--- src/inc/bert_status_defines.vh ---
// Register map, field positions and reset values of the status and interrupt block.
// Assumes inclusion by bare name from design files.
`ifndef BERT_STATUS_DEFINES_VH
`define BERT_STATUS_DEFINES_VH

// ----------------------------------------
// Register offsets
// ----------------------------------------
`define ADDR_EVENT_STATUS 8'h14
`define ADDR_EVENT_INTERRUPT_ENABLE 8'h15

// ----------------------------------------
// Status and enable bit positions
// ----------------------------------------
`define BIT_ALL_ONES 6
`define BIT_ALL_ZEROS 5
`define BIT_LOSS_OF_LOCK 4
`define BIT_ERROR_DETECTED 3
`define BIT_RECEIVED_OVF 2
`define BIT_ERROR_OVF 1
`define BIT_SYNC 0

// ----------------------------------------
// Reset values and widths
// ----------------------------------------
`define EVENT_STATUS_RESET 8'h00
`define EVENT_ENABLE_RESET 8'h00
`define EVENT_ENABLE_MASK 8'h7F
`define RUN_LENGTH 6'h20
`define RUN_WIDTH 6

`endif

--- src/design/bert_status_interrupt.v ---
// Status register, interrupt enable register and interrupt pin of the tester.
// Holds the latched event flags and their clear-on-read behaviour.
// Assumes receive events arrive as mclk-synchronous pulses and levels from the
// receiver, and a single-cycle register port strobe from the parallel port logic.
`timescale 1ns/1ps
`include "bert_status_defines.vh"

// Notes on behaviour
// - Status byte at 0x14, bits 6..0 defined
// - Enable byte at 0x15 matches status bits
// - Enable zero masks, one passes event
// - Loss-of-lock set while hunting for sync
// - Loss-of-lock stays set until read
// - Received counter wrap sets overflow flag
// - Read clears error and overflow flags
// - Read clears condition flags only when ended
// - Interrupt low while enabled flag set
module bert_status_interrupt (
  input wire mclk,
  input wire srst,
  input wire rx_bit_valid,
  input wire rx_bit,
  input wire in_sync,
  input wire bit_error,
  input wire received_bit_counter_wrap,
  input wire error_bit_counter_wrap,
  input wire reg_sel,
  input wire reg_write,
  input wire [7:0] reg_addr,
  input wire [7:0] reg_wdata,
  output reg [7:0] reg_rdata,
  output wire int_n,
  output wire int_oe
);

  // ----------------------------------------
  // Run detection of identical bits
  // ----------------------------------------
  reg [`RUN_WIDTH-1:0] ones_run;
  reg [`RUN_WIDTH-1:0] zeros_run;
  reg [`RUN_WIDTH-1:0] next_ones_run;
  reg [`RUN_WIDTH-1:0] next_zeros_run;
  wire ones_cond;
  wire zeros_cond;

  assign ones_cond = (ones_run == `RUN_LENGTH);
  assign zeros_cond = (zeros_run == `RUN_LENGTH);

  always @* begin
    next_ones_run = ones_run;
    next_zeros_run = zeros_run;
    if (rx_bit_valid) begin
      if (rx_bit) begin
        next_zeros_run = 6'h00;
        // Saturate so that a long run keeps its condition
        if (!ones_cond) begin
          next_ones_run = ones_run + 6'h01;
        end
      end else begin
        next_ones_run = 6'h00;
        if (!zeros_cond) begin
          next_zeros_run = zeros_run + 6'h01;
        end
      end
    end
  end

  always @(posedge mclk) begin
    if (srst) begin
      ones_run <= 6'h00;
      zeros_run <= 6'h00;
    end else begin
      ones_run <= next_ones_run;
      zeros_run <= next_zeros_run;
    end
  end

  // ----------------------------------------
  // Register access
  // ----------------------------------------
  reg [7:0] event_interrupt_enable;
  reg [7:0] next_rdata;
  wire reg_read;
  wire enable_write;
  wire status_read;

  assign reg_read = reg_sel && !reg_write;
  assign enable_write = reg_sel && reg_write && (reg_addr == `ADDR_EVENT_INTERRUPT_ENABLE);
  assign status_read = reg_read && (reg_addr == `ADDR_EVENT_STATUS);

  // Enable byte write, top bit stored as zero
  always @(posedge mclk) begin
    if (srst) begin
      event_interrupt_enable <= `EVENT_ENABLE_RESET;
    end else if (enable_write) begin
      event_interrupt_enable <= reg_wdata & `EVENT_ENABLE_MASK;
    end
  end

  // ----------------------------------------
  // Latched flags
  // ----------------------------------------
  wire hunting;
  wire all_ones_seen;
  wire all_zeros_seen;
  wire loss_of_lock_flag;
  wire error_detected_flag;
  wire received_count_overflow;
  wire error_count_overflow;

  assign hunting = !in_sync;

  sticky_flag u_all_ones (
    .mclk(mclk),
    .srst(srst),
    .set_event(1'b0),
    .condition_active(ones_cond),
    .read_clear(status_read),
    .flag(all_ones_seen)
  );

  sticky_flag u_all_zeros (
    .mclk(mclk),
    .srst(srst),
    .set_event(1'b0),
    .condition_active(zeros_cond),
    .read_clear(status_read),
    .flag(all_zeros_seen)
  );

  sticky_flag u_loss_of_lock (
    .mclk(mclk),
    .srst(srst),
    .set_event(1'b0),
    .condition_active(hunting),
    .read_clear(status_read),
    .flag(loss_of_lock_flag)
  );

  sticky_flag u_error_detected (
    .mclk(mclk),
    .srst(srst),
    .set_event(bit_error),
    .condition_active(1'b0),
    .read_clear(status_read),
    .flag(error_detected_flag)
  );

  sticky_flag u_received_ovf (
    .mclk(mclk),
    .srst(srst),
    .set_event(received_bit_counter_wrap),
    .condition_active(1'b0),
    .read_clear(status_read),
    .flag(received_count_overflow)
  );

  sticky_flag u_error_ovf (
    .mclk(mclk),
    .srst(srst),
    .set_event(error_bit_counter_wrap),
    .condition_active(1'b0),
    .read_clear(status_read),
    .flag(error_count_overflow)
  );

  // ----------------------------------------
  // Status byte
  // ----------------------------------------
  wire [6:0] flags;
  wire [7:0] event_status;

  assign flags[`BIT_ALL_ONES] = all_ones_seen;
  assign flags[`BIT_ALL_ZEROS] = all_zeros_seen;
  assign flags[`BIT_LOSS_OF_LOCK] = loss_of_lock_flag;
  assign flags[`BIT_ERROR_DETECTED] = error_detected_flag;
  assign flags[`BIT_RECEIVED_OVF] = received_count_overflow;
  assign flags[`BIT_ERROR_OVF] = error_count_overflow;
  // Real-time sync is not latched
  assign flags[`BIT_SYNC] = in_sync;

  assign event_status = {1'b0, flags};

  // Read data decode
  always @* begin
    case (reg_addr)
      `ADDR_EVENT_STATUS: next_rdata = event_status;
      `ADDR_EVENT_INTERRUPT_ENABLE: next_rdata = event_interrupt_enable;
      default: next_rdata = 8'h00;
    endcase
  end

  // Read data stands until the next read
  always @(posedge mclk) begin
    if (srst) begin
      reg_rdata <= 8'h00;
    end else if (reg_read) begin
      reg_rdata <= next_rdata;
    end
  end

  // ----------------------------------------
  // Interrupt pin
  // ----------------------------------------
  wire [7:0] pending;

  assign pending = event_status & event_interrupt_enable;

  // Open-drain low while enabled flag set
  assign int_oe = |pending;
  assign int_n = 1'b0;

endmodule // bert_status_interrupt

--- src/design/sticky_flag.v ---
// One latched status flag with clear-on-read.
// Assumes set, condition and read strobe are all on mclk.
`timescale 1ns/1ps
module sticky_flag (
  input wire mclk,
  input wire srst,
  input wire set_event,
  input wire condition_active,
  input wire read_clear,
  output reg flag
);
  // Set wins over a clear; the clear only takes if the condition has ended
  always @(posedge mclk) begin
    if (srst) begin
      flag <= 1'b0;
    end else if (set_event || condition_active) begin
      flag <= 1'b1;
    end else if (read_clear) begin
      flag <= 1'b0;
    end
  end
endmodule // sticky_flag

--- config.mk ---
export PLATFORM = sky130hd
export DESIGN_NAME = bert_status_interrupt
export DESIGN_NICKNAME = d
export VERILOG_FILES = /design/src/design/bert_status_interrupt.v /design/src/design/sticky_flag.v
export VERILOG_INCLUDE_DIRS = /design/src /design/src/inc
export SDC_FILE = /design/constraint.sdc
export NUM_CORES = 1
export LEC_CHECK = 0
export BUFFER_PORTS_ARGS = -buffer_cell sky130_fd_sc_hd__buf_4
export CORE_AREA = 2 2 84 86
export CTS_CLUSTER_SIZE = 14
export DETAILED_ROUTE_END_ITERATION = 10
export DIE_AREA = 0 0 86 88
export PLACE_DENSITY_LB_ADDON = 0.12
export SYNTH_ARGS = -nofsm -noshare
export SYNTH_HDL_FRONTEND = slang
export SYNTH_HIERARCHICAL = 1
export SYNTH_SLANG_ARGS = --single-unit
--- constraint.sdc ---
create_clock -name mclk -period 1.7 [get_ports mclk]
set_clock_uncertainty 0.1 [all_clocks]
set_input_delay 0.255 -clock mclk [delete_from_list [all_inputs] [get_ports mclk]]
set_output_delay 0.255 -clock mclk [all_outputs]
set_load 0.005 [all_outputs]
* Word-level counts from Yosys, hierarchy flattened
Cells that the tools add are included.
W data, S select, Z words.
** Word-level totals
- Output and inout bits :: 10
- Bits in registers :: 33
- Logic and storage cells :: 45
- Input port bits :: 26
** Operators by class
- Reductions and logical operators :: 13
- Multiplexer cells :: 12
- Add/subtract/negate cells :: 2
- Eq/ne operators :: 7
- Bitwise operators :: 1
** Operators by type and width (number)
- $mux W6 :: 4
- $eq A8 B5 Y1 const B :: 2
- $pmux W7 S2 :: 1
- $add A6 B1 Y6 const B :: 2
- $eq A6 B6 Y1 const B :: 2
- $reduce_bool A2 Y1 :: 5
- $reduce_or A8 Y1 :: 1
- $and A7 B7 Y7 :: 1
- $mux W1 :: 7
- $logic_and A1 B1 Y1 :: 4
- $ne A2 B2 Y1 const B :: 2
- $reduce_and A2 Y1 :: 2
- $ne A2 B1 Y1 const B :: 1
- $logic_not A1 Y1 :: 1

* Logic depth before layout (Yosys ltp)
- Depth after elaboration :: 5
- Depth in mapped cells :: 6
- Mapped depth without buffers :: 6

* Hierarchy
Netlist, hierarchy kept.
** By module, submodules not included
- bert_status_interrupt :: cells an instance 172, times used 1, seq. area each 520.5 um2, area each 1456.4 um2
- sticky_flag :: cells an instance 4, times used 6, seq. area each 20.0 um2, area each 35.0 um2

* Worst setup path before layout
No wires, ideal clock.
- Path type :: input -> register
- From :: in reg_addr[5]
- To :: reg u_all_zeros.flag
- Stages :: 5
- Path slack :: 0.261 ns
- Required time :: 1.483 ns
- Library setup time :: 0.117 ns
- Data arrival time :: 1.222 ns
- Buffers on the path :: 0
- Path through :: nor4b_4 -> nand2_1 -> nor3_1 -> nand2b_1 -> a21oi_1
** Between the ends
- Longest elaborated chain between the ends :: 3
** Ends and longest elaborated chain
- from (decl) :: line bert_status_interrupt.v:29 : input wire [7:0] reg_addr,
- $eq A8 B5 Y1
- $logic_and A1 B1 Y1 :: line bert_status_interrupt.v:89 : assign status_read = reg_read && (reg_addr == `ADDR_EVENT_STATUS);
- via status_read :: line bert_status_interrupt.v:85 : wire status_read;
- $reduce_bool A2 Y1 (no source line)
- to (signal assigned) :: line sticky_flag.v:15 : flag <= 1'b0;
- to (signal assigned) :: line sticky_flag.v:17 : flag <= 1'b1;
- to (signal assigned) :: line sticky_flag.v:19 : flag <= 1'b0;
- to (decl) :: line sticky_flag.v:10 : output reg flag
The timed path passes the listed nets, and every way through them passes these cells.
A chain may end at the register's enable or synchronous reset.

* Worst setup path in the final report
- From :: reg u_all_ones.flag
- To :: out int_oe
** Between the ends
- Longest elaborated chain between the ends :: 2
** Ends and longest elaborated chain
- from (decl) :: line sticky_flag.v:10
- from (signal assigned) :: line sticky_flag.v:15
- from (signal assigned) :: line sticky_flag.v:17
- from (signal assigned) :: line sticky_flag.v:19
- $and A7 B7 Y7 :: line bert_status_interrupt.v:207 : assign pending = event_status & event_interrupt_enable;
- $reduce_or A8 Y1 :: line bert_status_interrupt.v:210 : assign int_oe = |pending;
- to (decl) :: line bert_status_interrupt.v:33 : output wire int_oe
Every way passes these cells.

==> metrics.txt <==
core area=around 6600 sq um; Total GRT Usage=0.113; Synth Area in Compound Gates=0.174; WP buf/inv=1; layout overhead on the synthesized area=28.5%; die area=~7600 sq um; final net count=between 200 and 300; Pins Over Slew Limit=0; critical path type=reg -> out; hold endpoint=u_error_detected/flag; crit path max fanout=3; YS warnings=6; FP Rows=30; setup_tns=0 ns; crit path cell chain=a222oi_1 -> nand3_1 -> buf_4; clk sinks=32; top-level port count=36; number of max-cap violations=0; hold_buf cts=0; RSZ-0062 raised after global routing=no; Critical Path End Type=output pin; R2R cell count=3; top routing layer in use=met4; synthesized-area fraction occupied by adder cells=0.0300; met1 WL=around 1800 um; DPL Wire Length=2940 um; TritonCTS buffer count=5; metal3 WL=roughly 230 um; die span in y=88 um; vias in the first global route=between 1,000 and 1,500; VDD IR max=approximately 0.34 mV; Slowest Stage Delay on Critical Path=0.34 ns; Post-CTS Repair Setup Buffers=0; gpl congestion=between 0.6 and 0.7; leakage=between 0.8 and 0.9 nW; RR Startpoint=ones_run[2]; Final ANT Viol Nets=0; Gate Count Post-Synth=196; Slowest cell on crit path=a222oi_1; CTS tree=done; starting density of the core=0.251; drt first-iter violations=35; final hold violations=0; port bufs=32; Reg-to-Reg End=ones_run[1]; largest family of logic cells by synthesized area=simple AND/OR/NAND/NOR gates; first-pass GRT wire length=~6700 um; DRC Markers=0; status=finished clean; largest net degree at the start of global routing=29; Synth cell types=44; gr ovfl total=0; Arr. time, crit path=1.23 ns; Worst Hold Class=in -> reg; CP top delay family=compound AO/OA/AOI/OAI gates; clock slew at reported path FFs=about 0.07 ns; clk_lat worst skew=about 0.29 ns; Simple-Gate Fraction of Synth Area=0.261; Final period util=0.933; Vias=roughly 1,500; First-pass DRT Iterations=4; Worst EP required=between 1 and 1.5 ns; share of cells above drive strength 1=0.251; clock root buffer=clkbuf_8; Clock Path Buffers=2; Hold Slack=about 0.11 ns; fmax=roughly 630 MHz; power density over cell area=778 nW/um^2; post-synthesis sequential area ratio=0.384; Final Setup Violations=0; ant diodes=0; hold path depth=3; Worst setup SP type=flip-flop; Vias/cell=approximately 4.7; drt total wl=4020 um; Synth Area in XOR/XNOR=0; Worst R2R Setup Slack=about 0.18 ns; post-synthesis mux area share=0.0893; DR WL/cell=12.6 um; WL met2=~1900 um; post-CTS resize count=0; min-delay src=bit_error; fin crit period=1.59 ns; depth of the CTS H-tree=2; initial antenna violation count=0; Yosys reg bits=32; Mapped Area=1670 sq um; Die Width=86 um; Synth Area per Inst=approximately 8.5 sq um
-- worst max-delay path by stage --
| stage | depth (start not counted) | to | slack, ns | from |
|---|---|---|---|---|
| after global placement | 7 | u_received_ovf/flag | 0.14 | reg_addr[5] |
| final | 3 | int_oe | 0.11 | u_all_ones/flag |
| after detailed placement | 7 | u_all_zeros/flag | 0.15 | reg_addr[5] |
| after global routing | 3 | int_oe | 0.03 | u_all_ones/flag |
| after floorplan | 5 | u_all_zeros/flag | 0.26 | reg_addr[5] |
| after CTS | 3 | int_oe | 0.09 | event_interrupt_enable[6] |
-- state kept, by name (all words and copies together), names as in the netlist, 6 cells and up --
name,flops
reg_rdata,7
ones_run,6
zeros_run,6
event_interrupt_enable,7
-- synthesized netlist by cell type, drive strengths merged --
master,instances,area (sq um)
nand2b,8,50.1
a22oi,2,15.0
ha,4,50.1
or4,3,22.5
nor3b,2,20.0
inv,12,45.0
clkbuf,7,26.3
o211ai,1,7.51
nor3,1,5.00
or3,1,6.26
or3b,1,11.3
a222oi,1,10.0
or4b,2,23.8
nor4b,1,23.8
and2,1,6.26
mux2,7,78.8
a31oi,2,12.5
nor2,9,33.8
nand3,7,35.0
and3,2,12.5
o21ai,5,25.0
o2111ai,4,35.0
a21oi,16,80.1
buf,4,26.3
o41ai,2,17.5
o21a,1,7.51
o31ai,2,20.0
mux2i,7,70.1
dfxtp,32,641
o31a,1,8.76
o311ai,2,17.5
o32ai,3,33.8
nand2,31,116
nor2b,2,12.5
conb,1,3.75
nand4,9,56.3
-- area by class of cell --
type | count | area [sq um]
Sequential cell | 32 | 641
Clock buffer | 6 | 72.6
Multi-Input combinational cell | 148 | 955
Tap cell | 80 | 100
Timing Repair Buffer | 39 | 293
Inverter | 12 | 45.0
Clock inverter | 2 | 35.0
Fill cell | 738 | 4500
-- per-stage QoR --
step | util | setup slack [ns] | cells | area (sq um) | power, mW
floorplan | - | 0.261 | 203 | 1690 | 0.885
global placement | 0.306 | 0.145 | 311 | 2030 | 0.963
detailed placement | 0.306 | 0.148 | 311 | 2030 | 0.962
CTS | 0.322 | 0.0918 | 319 | 2140 | 1.70
global route | 0.322 | 0.0284 | 319 | 2140 | 1.75
finish | 0.322 | 0.114 | 319 | 2140 | 1.67
-- worst min-delay path: stages --
cell and delay [ns]:
buf_4 0.08, nor2_1 0.03, a21oi_1 0.10
-- logic make-up after synthesis --
kind of cell             Yosys count
buffers and inverters             23
AO/OA/AOI/OAI                     42
flip-flops                        32
multiplexers                      14
AND/OR/NAND/NOR                   80
adder cells (fa/ha/maj)            4
other                              1
-- metal layers --
| metal | vias up | global-route usage |
|---|---|---|
| met2 | 33 | 0.185 |
| met4 | 0 | 0.0476 |
| li1 | 782 | - |
| met5 | - | 0 |
| met1 | 685 | 0.143 |
| met3 | 7 | 0.0283 |
-- where the power goes --
group	leakage (nW)	internal [mW]	total [mW]	switching, mW
clock	0.0552	0.435	0.723	0.288
combinational	0.523	0.0782	0.167	0.0885
sequential	0.260	0.764	0.776	0.0118
total	0.839	1.28	1.67	0.388
-- layout by cell type, fill, tap and decap left out, types with 4 or more instances in the layout --
cell / count
mux2i_1: 7
inv_1: 11
dfxtp_1: 32
nor2_1: 9
buf_4: 39
nand2_1: 31
nand3_1: 7
o2111ai_1: 4
clkbuf_8: 5
ha_1: 4
a21oi_1: 16
nand4_1: 9
nand2b_1: 8
conb_1: 8
mux2_2: 7
(Power assumes the default switching activity.)
